`src/frc_params.svh`:
```
`ifndef FRC_PARAMS_SVH
`define FRC_PARAMS_SVH

// Register index in the identification read space
`define FRC_RCFG_OFFSET      16'h0005
// Command codes on the data bus
`define FRC_CMD_RCFG_SETUP   16'h0060
`define FRC_CMD_RCFG_CONFIRM 16'h0003
`define FRC_CMD_READ_ARRAY   16'h00ff
`define FRC_CMD_READ_STATUS  16'h0070
`define FRC_CMD_IDENTIFICATION_READ_MODE      16'h0090
// Reset value: asynchronous mode, other bits ignored
`define FRC_RCFG_RESET       16'h8000
// Field positions
`define FRC_BIT_MODE         15
`define FRC_LAT_HI           14
`define FRC_LAT_LO           11
`define FRC_BIT_WPOL         10
`define FRC_BIT_WDLY         8
`define FRC_BIT_BUS          4
`define FRC_BL_HI            2
`define FRC_BL_LO            0
// Latency code limits
`define FRC_LAT_MIN          4'h3
`define FRC_LAT_MAX          4'he
// Burst length codes
`define FRC_BL_WRAP8         3'h2
`define FRC_BL_WRAP16        3'h3
`define FRC_BL_LINEAR        3'h7

`endif

```
`src/frc_pkg.sv`:
```
package frc_pkg;
	typedef enum logic [1:0] {
		FRC_RD_ARRAY  = 2'h0,
		FRC_RD_STATUS = 2'h1,
		FRC_RD_ID     = 2'h3
	} frc_rdmode_e;

	typedef enum logic [1:0] {
		FRC_B_IDLE = 2'h0,
		FRC_B_WAIT = 2'h1,
		FRC_B_DATA = 2'h3
	} frc_burst_e;

	// Decoded view of the configuration
	typedef struct packed {
		logic       sync_mode;
		logic [3:0] latency;
		logic       wait_high;
		logic       wait_early;
		logic       split_bus;
		logic [2:0] burst_len;
	} frc_cfg_s;
endpackage

```
`src/frc_read_config.sv`:
```
`timescale 1ns/1ps
`include "frc_params.svh"

// Behaviour
// - Holds a volatile 16-bit read/write read configuration register.
// - In identification read mode, offset 0005h returns the register contents.
// - Reset sets bit 15 (asynchronous); other bits ignored while asynchronous.
// - Bit 15 zero selects synchronous burst, one selects asynchronous.
// - Bits 14:11 latency code 3 through 14; other codes reserved.
// - Bit 10 sets wait polarity: zero active low, one active high.
// - Bit 8 zero releases wait with data, one a cycle earlier.
// - Bit 4 zero separate or shared bus, one split plus shared bus.
// - Bits 2:0 burst: 010 wrap 8, 011 wrap 16, 111 linear.
// - Setup write 0060h then confirm 0003h, value on address 15:0.
// - Accepted setup switches partition to status register reads.
// - Accepted confirm loads value and switches partition to array reads.
module frc_read_config
	import frc_pkg::*;
#(
	parameter int ADDR_W = 16
)
(
	// Clock and reset
	input  wire logic              ref_clk,
	input  wire logic              nrst,
	// Host command write strobe
	input  wire logic              wr_en,
	input  wire logic [ADDR_W-1:0] wr_addr,
	input  wire logic [15:0]       wr_data,
	// Host read strobe with address capture
	input  wire logic              rd_en,
	input  wire logic [ADDR_W-1:0] rd_addr,
	// Read path
	output logic      [15:0]       rd_data,
	output logic                   rd_from_reg,
	output frc_rdmode_e            read_mode,
	// Decoded configuration
	output frc_cfg_s               cfg,
	output logic                   cfg_latency_ok,
	output logic                   cfg_burst_ok,
	// Burst timing
	output logic                   wait_out,
	output logic                   data_valid
);

	// Elaboration check: the address bus must carry the whole register value
	if (ADDR_W < 16)
	begin
		$error("ADDR_W must carry the 16-bit register value");
	end

	logic [15:0] rcfg_reg, rcfg_next;
	logic        setup_reg, setup_next;
	frc_rdmode_e mode_reg, mode_next;
	logic [15:0] rdat_reg, rdat_next;
	logic        rsel_reg, rsel_next;

	// Command decode and register loading
	always_comb
	begin
		rcfg_next  = rcfg_reg;
		setup_next = 1'b0;
		mode_next  = mode_reg;
		if (wr_en)
		begin
			if (setup_reg && wr_data == `FRC_CMD_RCFG_CONFIRM)
			begin
				rcfg_next = wr_addr[15:0];
				mode_next = FRC_RD_ARRAY;
			end
			else if (wr_data == `FRC_CMD_RCFG_SETUP)
			begin
				setup_next = 1'b1;
				mode_next  = FRC_RD_STATUS;
			end
			else if (wr_data == `FRC_CMD_READ_ARRAY)
				mode_next = FRC_RD_ARRAY;
			else if (wr_data == `FRC_CMD_READ_STATUS)
				mode_next = FRC_RD_STATUS;
			else if (wr_data == `FRC_CMD_IDENTIFICATION_READ_MODE)
				mode_next = FRC_RD_ID;
		end
	end

	// Register readback in identification mode
	always_comb
	begin
		rdat_next = 16'h0000;
		rsel_next = 1'b0;
		if (rd_en && mode_reg == FRC_RD_ID && rd_addr[15:0] == `FRC_RCFG_OFFSET)
		begin
			rdat_next = rcfg_reg;
			rsel_next = 1'b1;
		end
	end

	always_ff @(posedge ref_clk)
	begin
		if (!nrst)
		begin
			rcfg_reg  <= `FRC_RCFG_RESET;
			setup_reg <= 1'b0;
			mode_reg  <= FRC_RD_ARRAY;
			rdat_reg  <= 16'h0000;
			rsel_reg  <= 1'b0;
		end
		else
		begin
			rcfg_reg  <= rcfg_next;
			setup_reg <= setup_next;
			mode_reg  <= mode_next;
			rdat_reg  <= rdat_next;
			rsel_reg  <= rsel_next;
		end
	end

	assign rd_data     = rdat_reg;
	assign rd_from_reg = rsel_reg;
	assign read_mode   = mode_reg;

	// Field decode; fields ignored while asynchronous
	always_comb
	begin
		cfg.sync_mode  = ~rcfg_reg[`FRC_BIT_MODE];
		cfg.latency    = cfg.sync_mode ? rcfg_reg[`FRC_LAT_HI:`FRC_LAT_LO] : 4'h0;
		cfg.wait_high  = cfg.sync_mode & rcfg_reg[`FRC_BIT_WPOL];
		cfg.wait_early = cfg.sync_mode & rcfg_reg[`FRC_BIT_WDLY];
		cfg.split_bus  = cfg.sync_mode & rcfg_reg[`FRC_BIT_BUS];
		cfg.burst_len  = cfg.sync_mode ? rcfg_reg[`FRC_BL_HI:`FRC_BL_LO] : 3'h0;
	end

	assign cfg_latency_ok = cfg.latency >= `FRC_LAT_MIN && cfg.latency <= `FRC_LAT_MAX;
	assign cfg_burst_ok   = cfg.burst_len == `FRC_BL_WRAP8 ||
		cfg.burst_len == `FRC_BL_WRAP16 || cfg.burst_len == `FRC_BL_LINEAR;

	// Synchronous first-data latency timer
	frc_burst_e  bst_reg, bst_next;
	logic [3:0]  cnt_reg, cnt_next;
	logic [4:0]  words_reg, words_next;
	logic        dval_reg, dval_next;
	logic        busy;

	always_comb
	begin
		bst_next   = bst_reg;
		cnt_next   = cnt_reg;
		words_next = words_reg;
		dval_next  = 1'b0;
		case (bst_reg)
			FRC_B_IDLE:
			begin
				if (rd_en && cfg.sync_mode && mode_reg == FRC_RD_ARRAY && cfg_latency_ok)
				begin
					bst_next = FRC_B_WAIT;
					cnt_next = cfg.latency - 4'h1;
				end
			end
			FRC_B_WAIT:
			begin
				if (cnt_reg == 4'h1)
				begin
					bst_next   = FRC_B_DATA;
					dval_next  = 1'b1;
					words_next = 5'h01;
				end
				else
					cnt_next = cnt_reg - 4'h1;
			end
			FRC_B_DATA:
			begin
				dval_next  = 1'b1;
				words_next = words_reg + 5'h01;
				if (!rd_en)
				begin
					bst_next  = FRC_B_IDLE;
					dval_next = 1'b0;
				end
				else if ((cfg.burst_len == `FRC_BL_WRAP8 && words_reg == 5'h08) ||
					(cfg.burst_len == `FRC_BL_WRAP16 && words_reg == 5'h10))
					words_next = 5'h01;
				else if (cfg.burst_len == `FRC_BL_LINEAR)
					words_next = words_reg;
			end
			default:
				bst_next = FRC_B_IDLE;
		endcase
		if (!cfg.sync_mode)
		begin
			bst_next  = FRC_B_IDLE;
			dval_next = 1'b0;
		end
	end

	always_ff @(posedge ref_clk)
	begin
		if (!nrst)
		begin
			bst_reg   <= FRC_B_IDLE;
			cnt_reg   <= 4'h0;
			words_reg <= 5'h00;
			dval_reg  <= 1'b0;
		end
		else
		begin
			bst_reg   <= bst_next;
			cnt_reg   <= cnt_next;
			words_reg <= words_next;
			dval_reg  <= dval_next;
		end
	end

	assign data_valid = dval_reg;

	// Wait indicator: asserted while latency runs, polarity from bit 10
	always_comb
	begin
		busy = bst_reg == FRC_B_WAIT;
		if (cfg.wait_early && cnt_reg == 4'h1)
			busy = 1'b0;
		wait_out = cfg.wait_high ? busy : ~busy;
	end

endmodule

```
`config.mk`:
```
export PLATFORM = sky130hd
export DESIGN_NAME = frc_read_config
export DESIGN_NICKNAME = d
export VERILOG_FILES = /design/src/frc_pkg.sv /design/src/frc_read_config.sv
export VERILOG_INCLUDE_DIRS = /design/src
export SDC_FILE = /design/constraint.sdc
export NUM_CORES = 1
export LEC_CHECK = 0
export BUFFER_PORTS_ARGS = -buffer_cell sky130_fd_sc_hd__buf_2
export CORE_MARGIN = 1
export CORE_UTILIZATION = 35
export DETAILED_ROUTE_END_ITERATION = 7
export REMOVE_ABC_BUFFERS = 1
export SYNTH_ARGS = -nofsm -noshare
export SYNTH_HDL_FRONTEND = slang
export SYNTH_SLANG_ARGS = --single-unit
```
`constraint.sdc`:
```
create_clock -name ref_clk -period 5.3 [get_ports ref_clk]
set_input_delay 0.53 -clock ref_clk [delete_from_list [all_inputs] [get_ports ref_clk]]
set_output_delay 0.53 -clock ref_clk [all_outputs]
set_load 0.02 [all_outputs]
```
==> flow_summary.rst, run 1 <==
.. list-table::
   :header-rows: 1

   * - Metric
     - Value
   * - Run status
     - finished, final reports clean
   * - Measured slew at the worst slew-check pin
     - around 0.53 ns
   * - Library cell with the largest summed area after synthesis
     - sky130_fd_sc_hd__dfxtp_1
   * - Startpoint type of the worst setup path
     - register
   * - Fraction of final layout cells with drive strength greater than 1
     - 0.346
   * - Die outline area
     - about 0.0057 mm2
   * - Peak supply drop
     - between 0.08 and 0.09 mV
   * - DP HPWL
     - 3250 um
   * - Number of nets in the layout
     - between 300 and 400
   * - Max Cap Violations
     - 0
   * - Tcrit/Tclk final
     - 0.497
   * - WP buf/inv
     - 2
   * - Average routed wire per standard cell
     - about 12 um
   * - Post-Synthesis Cell Area
     - roughly 0.0019 mm2
   * - Critical path type
     - register to output port
   * - Slowest cell delay on critical path
     - between 0.6 and 0.7 ns
   * - Category of the worst setup path capture point
     - output port
   * - Min-Delay Path Class
     - register to register
   * - Internal power consumption
     - between 0.4 and 0.5 mW
   * - Number of sinks handled by clock tree synthesis
     - 43
   * - WP data arrival
     - around 2.1 ns
   * - Detailed-route wire length
     - about 4400 um
   * - Maximum number of pins on one net before global-route repair
     - 29
   * - Count of mapped cells out of synthesis
     - a little under 200
   * - Clock-pin slew reported for the worst setup and hold paths after clock tree synthesis
     - roughly 0.080 ns
   * - Vias in the first global route
     - around 1,500
   * - Flip-flop and latch count after synthesis
     - 43
   * - Cells along the critical path
     - inv_1 > nand2_1 > ha_1 > and4b_1 > nor3_1 > buf_2
   * - CP top delay family
     - flip-flops
   * - Number of endpoints failing setup at the final stage
     - 0
   * - DRC violations left
     - 0
   * - Part of the Yosys area used for sequential elements
     - 0.458
   * - Dpl cell area
     - about 0.0024 mm2
   * - Part of the total power dissipated in sequential elements
     - 0.565
   * - Cell row count
     - 26
   * - Main area contributors after synthesis
     - sky130_fd_sc_hd__dfxtp_1 (46%), sky130_fd_sc_hd__mux2i_1 (8.5%), sky130_fd_sc_hd__nor2b_1 (8.0%)
   * - Main synth FF type
     - sky130_fd_sc_hd__dfxtp_1
   * - Max Root-Sink Buffers
     - 2
   * - Worst slew margin
     - 0.646
   * - Asr flop ratio synth
     - 0
   * - Post-Syn Area per Cell
     - 9.59 um2
   * - Wire length of the first global-routing pass
     - 6730 um
   * - DRC marker count from the first detailed-route iteration
     - 55
   * - First drt pass iteration count
     - 4
   * - Count of antenna diodes in the layout
     - 0
   * - ANT nets after route
     - 0
   * - Post-CTS Setup Bufs
     - 0
   * - Initial antenna violation count
     - 0
   * - Fin. max-slew vios
     - 0
   * - CTS Root Cell
     - sky130_fd_sc_hd__clkbuf_8
   * - Die X-Extent
     - ~75 um
   * - Number of stages on the worst hold path
     - 1
   * - Net switching power
     - around 0.12 mW
   * - R2R Setup Slk
     - between 2 and 3 ns
   * - # IOs
     - 86
   * - Number of distinct library cells after synthesis
     - 39
   * - Non-filler instance count after layout
     - ~350
   * - Setup TNS
     - 0 ns
   * - Final Wtd Congestion
     - 0.807
   * - Reg2Reg Depth
     - 8
   * - GRT Total Usage
     - 0.160
   * - Area share of the leading cell type in the synthesized netlist
     - 0.458
   * - Global route total overflow
     - 0
   * - Number of enable flip-flop cells after synthesis
     - 0
   * - Quantity of hold-fixing buffers added after cts
     - 0
   * - Number of CTS-inserted buffers
     - 5
   * - # port buffers
     - 85
   * - CP required
     - around 4.8 ns
   * - Cell at the slowest stage of the critical path
     - sky130_fd_sc_hd__dfxtp_1
   * - Max H-tree Level
     - 2
   * - Clock tree from TritonCTS
     - yes
   * - Post-Route Utilization
     - 0.480
   * - Part of the power in the clock network
     - 0.384
   * - Cell Pwr Density
     - 232 mW/mm2
   * - Std-Cell Core Area
     - 0.00514 mm2
   * - Logic pwr share
     - 0.051
   * - Area growth syn-to-layout
     - 31.2%
   * - Initial Util
     - 0.366
   * - Hold Fails Final Rpt
     - 0
   * - Switch share
     - 0.219
   * - Min Tclk post-route
     - 2.63 ns
   * - Peak Freq
     - 380 MHz
   * - Static Leakage
     - around 1.2 nW
   * - Top fanout value on the critical path
     - 14
   * - Clock insertion delay at the later pin of the skew report
     - about 0.29 ns
   * - Logic depth of the worst setup path including buffers
     - 6
   * - Setup repair after global routing missed its margin
     - no
   * - Final instance area
     - about 0.0025 mm2
   * - Total vias in the final route
     - ~1,700
   * - Yosys warns
     - 0
   * - Vertical die dimension
     - 75.3 um
   * - Post_cts resized
     - 0
   * - Cell count after placement
     - between 300 and 400
   * - Post-detailed-route via-to-cell ratio
     - ~4.7
   * - Worst clock skew
     - between 0.009 and 0.01 ns
==> path summary, 6_finish.rpt <==
| kind | startpoint | to |
|---|---|---|
| hold / removal | rcfg_reg[5] | rd_data[5] |
| setup / recovery | rcfg_reg[15] | cfg_latency_ok |
| setup reg to reg | rcfg_reg[15] | cnt_reg[0] |
| hold reg to reg | rcfg_reg[5] | rd_data[5] |
==> power by group through the flow <==
stage	Combinational [mW]	Sequential, mW	Clock (mW)
floorplan	0.00610	0.330	0
global placement	0.0291	0.330	0
detailed placement	0.0294	0.330	0
CTS	0.0295	0.323	0.229
global route	0.0327	0.323	0.240
finish	0.0292	0.323	0.220
==> cells in the mapped netlist (all sizes together), types with 2 or more instances <==
cell type / instances
and4: 3
nor2: 6
clkbuf: 6
nand3: 2
o22a: 2
o22ai: 2
dfxtp: 43
nor4b: 2
inv: 7
xor2: 2
o21ai: 5
nor4: 8
and2: 16
nor3: 6
a21oi: 3
a21boi: 2
nor3b: 2
nand2b: 2
nor2b: 24
nand2: 19
ha: 4
mux2i: 16
==> per-layer routing <==
layer	vias up	GRT usage	part of all wire
met4	0	0.0679	0.015
li1	848	-	-
met1	729	0.197	0.47
met2	73	0.273	0.45
met3	5	0.0308	0.068
met5	-	0	0
==> cell usage in the layout (no fill, tap or decap), types with 2 or more instances in the layout <==
cell / instances
sky130_fd_sc_hd__inv_1: 7
sky130_fd_sc_hd__nor4_1: 8
sky130_fd_sc_hd__nand3_1: 2
sky130_fd_sc_hd__a21oi_1: 3
sky130_fd_sc_hd__o21ai_0: 5
sky130_fd_sc_hd__o22a_1: 2
sky130_fd_sc_hd__o22ai_1: 2
sky130_fd_sc_hd__and4_1: 3
sky130_fd_sc_hd__nor2b_1: 24
sky130_fd_sc_hd__nor3b_1: 2
sky130_fd_sc_hd__nor2_1: 6
sky130_fd_sc_hd__buf_2: 85
sky130_fd_sc_hd__nand2_1: 18
sky130_fd_sc_hd__mux2i_1: 16
sky130_fd_sc_hd__nor3_1: 6
sky130_fd_sc_hd__ha_1: 4
sky130_fd_sc_hd__and2_1: 15
sky130_fd_sc_hd__a21boi_0: 2
sky130_fd_sc_hd__xor2_1: 2
sky130_fd_sc_hd__nand2b_1: 2
sky130_fd_sc_hd__dfxtp_1: 43
sky130_fd_sc_hd__clkbuf_8: 6
==> metrics by stage <==
step,hold WS [ns],setup slack (ns),power (mW)
2_1_floorplan,0.430,3.11,0.336
3_5_place_dp,0.445,2.87,0.360
6_report,0.460,2.67,0.572
3_3_place_gp,0.435,3.02,0.359
4_1_cts,0.455,2.67,0.581
5_1_grt,0.469,2.50,0.596
==> final cells by class <==
type                            instances  area [um2]
Sequential cell                        43         861
Clock inverter                          2        16.3
Multi-Input combinational cell        139         958
Clock buffer                            6        82.6
Inverter                                7        26.3
Fill cell                             530        2680
Timing Repair Buffer                   86         433
Tap cell                               70        87.6
==> logic make-up after synthesis <==
kind of cell | share of synthesized area
compound gates | 0.0699
xor+xnor | 0.0140
fa+ha+maj | 0.0266
buf+inv | 0.0320
flops | 0.458
mux | 0.0852
simple gates | 0.314
No activity file was read; power rests on OpenSTA's default activity.
==> run 2: changes to the inputs <==
--- a/config.mk
+++ b/config.mk
@@ -6,6 +6,7 @@
 export SDC_FILE = /design/constraint.sdc
 export NUM_CORES = 1
 export LEC_CHECK = 0
+export ABC_AREA = 1
 export BUFFER_PORTS_ARGS = -buffer_cell sky130_fd_sc_hd__buf_2
 export CORE_MARGIN = 1
 export CORE_UTILIZATION = 35
==> constraint.sdc (replaced) <==
create_clock -name ref_clk -period 2.1 [get_ports ref_clk]
set_input_delay 0.21 -clock ref_clk [delete_from_list [all_inputs] [get_ports ref_clk]]
set_output_delay 0.21 -clock ref_clk [all_outputs]
set_load 0.02 [all_outputs]
==> run 2 against run 1 <==
- cell count rose by 21%
- clock power rose to 2.5 times the previous value
- sequential share of layout area shrank 2.9 points
- non-clock buffer count grew 2
- critical path depth rose by 3
- global-route usage rose by 0.34 points
- worst setup slack worse by 2.4 ns
- wire length is 11% higher
- register-to-register slack worse by 2.3 ns
- flip-flop and latch count unchanged
- sequential power rose to 2.5 times the previous value
- synthesized cell count up 35%
- largest cell class unchanged
==> flow_summary.rst, run 2 <==
.. list-table::
   :header-rows: 1

   * - Metric
     - Value
   * - Category of the worst setup path capture point
     - output port
   * - Post-Syn Area per Cell
     - roughly 7.9 um2
   * - WP buf/inv
     - 4
   * - Run status
     - finished, final reports clean
   * - R2R Setup Slk
     - ~0.52 ns
   * - Net switching power
     - ~0.34 mW
   * - Detailed-route wire length
     - roughly 4900 um
   * - Initial Util
     - 0.373
   * - Min Tclk post-route
     - approximately 1.9 ns
   * - Quantity of hold-fixing buffers added after cts
     - 0
   * - Cell row count
     - 27
   * - GRT Total Usage
     - 0.163
   * - Max Root-Sink Buffers
     - 2
   * - Count of mapped cells out of synthesis
     - about 270
   * - Clock tree from TritonCTS
     - yes
   * - # IOs
     - 86
   * - # port buffers
     - 85
   * - Fin. max-slew vios
     - 0
   * - Top fanout value on the critical path
     - 7
   * - Part of the total power dissipated in sequential elements
     - 0.557
   * - Wire length of the first global-routing pass
     - approximately 7900 um
   * - Setup repair after global routing missed its margin
     - no
   * - Flip-flop and latch count after synthesis
     - 43
   * - Number of enable flip-flop cells after synthesis
     - 0
   * - Peak supply drop
     - roughly 0.27 mV
   * - Most frequent cells after synthesis
     - sky130_fd_sc_hd__nor2_1 (50), sky130_fd_sc_hd__dfxtp_1 (43), sky130_fd_sc_hd__inv_1 (34), sky130_fd_sc_hd__nand2_1 (34), sky130_fd_sc_hd__a211oi_2 (14)
   * - Tcrit/Tclk final
     - 0.890
   * - Hold worst-path end
     - rcfg_reg[15]
   * - Measured slew at the worst slew-check pin
     - a little under 0.6 ns
   * - Setup TNS
     - 0 ns
   * - Final Wtd Congestion
     - around 0.83
   * - DRC violations left
     - 0
   * - First drt pass iteration count
     - 4
   * - Number of endpoints failing setup at the final stage
     - 0
   * - Number of stages on the worst hold path
     - 2
   * - Clock insertion delay at the later pin of the skew report
     - ~0.30 ns
   * - Slowest cell delay on critical path
     - 0.44 ns
   * - Die outline area
     - between 0.006 and 0.007 mm2
   * - Count of antenna diodes in the layout
     - 0
   * - Most frequent standard cell in the layout excluding fill and tap cells
     - sky130_fd_sc_hd__buf_2
   * - Max Cap Violations
     - 0
   * - Internal power consumption
     - ~1.1 mW
   * - DP HPWL
     - 3740 um
   * - CTS Root Cell
     - sky130_fd_sc_hd__clkbuf_8
   * - Cell Pwr Density
     - roughly 540 mW/mm2
   * - FF-to-FF End
     - cnt_reg[1]
   * - Part of the Yosys area used for sequential elements
     - 0.409
   * - Asr flop ratio synth
     - 0
   * - Cell at the slowest stage of the critical path
     - sky130_fd_sc_hd__dfxtp_2
   * - Main area contributors after synthesis
     - sky130_fd_sc_hd__dfxtp_1 (41%), sky130_fd_sc_hd__nor2_1 (8.9%), sky130_fd_sc_hd__a211oi_2 (8.3%)
   * - Post-detailed-route via-to-cell ratio
     - about 4.5
   * - Number of distinct library cells after synthesis
     - 29
   * - Initial antenna violation count
     - 0
   * - WP data arrival
     - between 1.5 and 2 ns
   * - Startpoint type of the worst setup path
     - register
   * - Clock-pin slew reported for the worst setup and hold paths after clock tree synthesis
     - 0.08 ns
   * - Library cell with the largest summed area after synthesis
     - sky130_fd_sc_hd__dfxtp_1
   * - Post-Synthesis Cell Area
     - roughly 0.0021 mm2
   * - CP required
     - 1.89 ns
   * - Hold Fails Final Rpt
     - 0
   * - Cell count after placement
     - 418
   * - Yosys warns
     - 0
   * - Vertical die dimension
     - a little under 80 um
   * - Non-filler instance count after layout
     - about 430
   * - Number of CTS-inserted buffers
     - 5
   * - Maximum number of pins on one net before global-route repair
     - 32
   * - Critical path's most frequent cell
     - sky130_fd_sc_hd__inv_1
   * - Vias in the first global route
     - between 1,500 and 2,000
   * - Max H-tree Level
     - 2
   * - Reg2Reg Depth
     - 11
   * - Fraction of final layout cells with drive strength greater than 1
     - 0.410
   * - Commonest non-fill, non-tap cells in the layout
     - sky130_fd_sc_hd__buf_2 (85), sky130_fd_sc_hd__nor2_1 (50), sky130_fd_sc_hd__dfxtp_1 (42), sky130_fd_sc_hd__inv_1 (34), sky130_fd_sc_hd__nand2_1 (34)
   * - ANT nets after route
     - 0
   * - Crit Reg-Reg Startpoint
     - rcfg_reg[15]
   * - Worst clock skew
     - 0.00541 ns
   * - Switch share
     - 0.230
   * - Std-Cell Core Area
     - 0.00564 mm2
   * - Min-Delay Path Class
     - primary input to register
   * - Average routed wire per standard cell
     - 11.4 um
   * - CP top delay family
     - flip-flops
   * - Part of the power in the clock network
     - 0.382
   * - Area growth syn-to-layout
     - 27.7%
   * - Top-count cell post-synth
     - sky130_fd_sc_hd__nor2_1
   * - Static Leakage
     - approximately 1.2 nW
   * - Main synth FF type
     - sky130_fd_sc_hd__dfxtp_1
   * - Hold Crit Start
     - nrst
   * - Post-Route Utilization
     - 0.477
   * - Area share of the leading cell type in the synthesized netlist
     - 0.409
   * - Peak Freq
     - about 540 MHz
   * - Number of nets in the layout
     - roughly 410
   * - Logic pwr share
     - 0.060
   * - Total vias in the final route
     - 1,928
   * - Critical path type
     - register to output port
   * - Die X-Extent
     - around 80 um
   * - Number of sinks handled by clock tree synthesis
     - 43
   * - Worst slew margin
     - 0.608
   * - Global route total overflow
     - 0
   * - Cells along the critical path
     - inv_2 > nand2_2 > inv_1 > ha_1 > nor2_1 > nand3_1 > nand2_1 > inv_1 > buf_2
   * - DRC marker count from the first detailed-route iteration
     - between 40 and 50
[run 2: kinds of logic after synthesis]
family                     after synthesis  synth area share
DFF                                     43             0.409
AOI/OAI and AO/OA                       34             0.139
adders and majority gates                4            0.0238
xor gates and xnor gates                 2           0.00832
and+or+nand+nor                        132             0.318
buffers and inverters                   50             0.102
[run 2: per-layer routing]
| layer | part of all wire | track usage | vias to the layer above |
|---|---|---|---|
| met1 | 0.47 | 0.202 | 837 |
| met4 | 0.017 | 0.0709 | 0 |
| met3 | 0.058 | 0.0389 | 6 |
| met2 | 0.46 | 0.268 | 67 |
| li1 | - | - | 1018 |
| met5 | 0 | 0 | - |
[run 2: timing repair]
item,CTS,global route
buffers inserted,0,0
setup endpoints to repair,0,1
resized for setup,0,1
[run 2: worst max path at each step]
stage                       startpoint        endpoint  slack (ns)  cells after the start
after floorplan           rcfg_reg[15]      cnt_reg[3]        0.31                     12
after global placement    rcfg_reg[15]      cnt_reg[3]        0.47                     12
after detailed placement  rcfg_reg[15]      cnt_reg[1]        0.39                     11
after CTS                 rcfg_reg[15]  cfg_latency_ok        0.07                      9
after global routing      rcfg_reg[15]  cfg_latency_ok        0.12                      9
final                     rcfg_reg[15]  cfg_latency_ok        0.23                      9
[run 2: area by class of cell]
type                    count  area (um2)
clock inverters             2        16.3
well taps                  72        90.1
inverters                  43         161
multi-input cells         172        1030
flip-flops and latches     43         862
fillers                   584        2950
repair buffers             88         448
clock buffers               6        82.6
[run 2: power by group through the flow]
| stage | sequential (mW) | clock, mW | combinational [mW] |
|---|---|---|---|
| global route | 0.815 | 0.606 | 0.0993 |
| detailed placement | 0.834 | 0 | 0.0885 |
| CTS | 0.814 | 0.585 | 0.0889 |
| finish | 0.814 | 0.559 | 0.0880 |
| global placement | 0.834 | 0 | 0.0876 |
| floorplan | 0.834 | 0 | 0.0268 |
[run 2: stage by stage]
step | area, um2 | total power, mW | setup WS, ns | hold WS [ns]
2_1_floorplan | 2050 | 0.861 | 0.314 | 0.296
3_3_place_gp | 2590 | 0.921 | 0.470 | 0.442
3_5_place_dp | 2590 | 0.922 | 0.392 | 0.450
4_1_cts | 2690 | 1.49 | 0.0749 | 0.163
5_1_grt | 2690 | 1.52 | 0.116 | 0.163
6_report | 2690 | 1.46 | 0.231 | 0.176
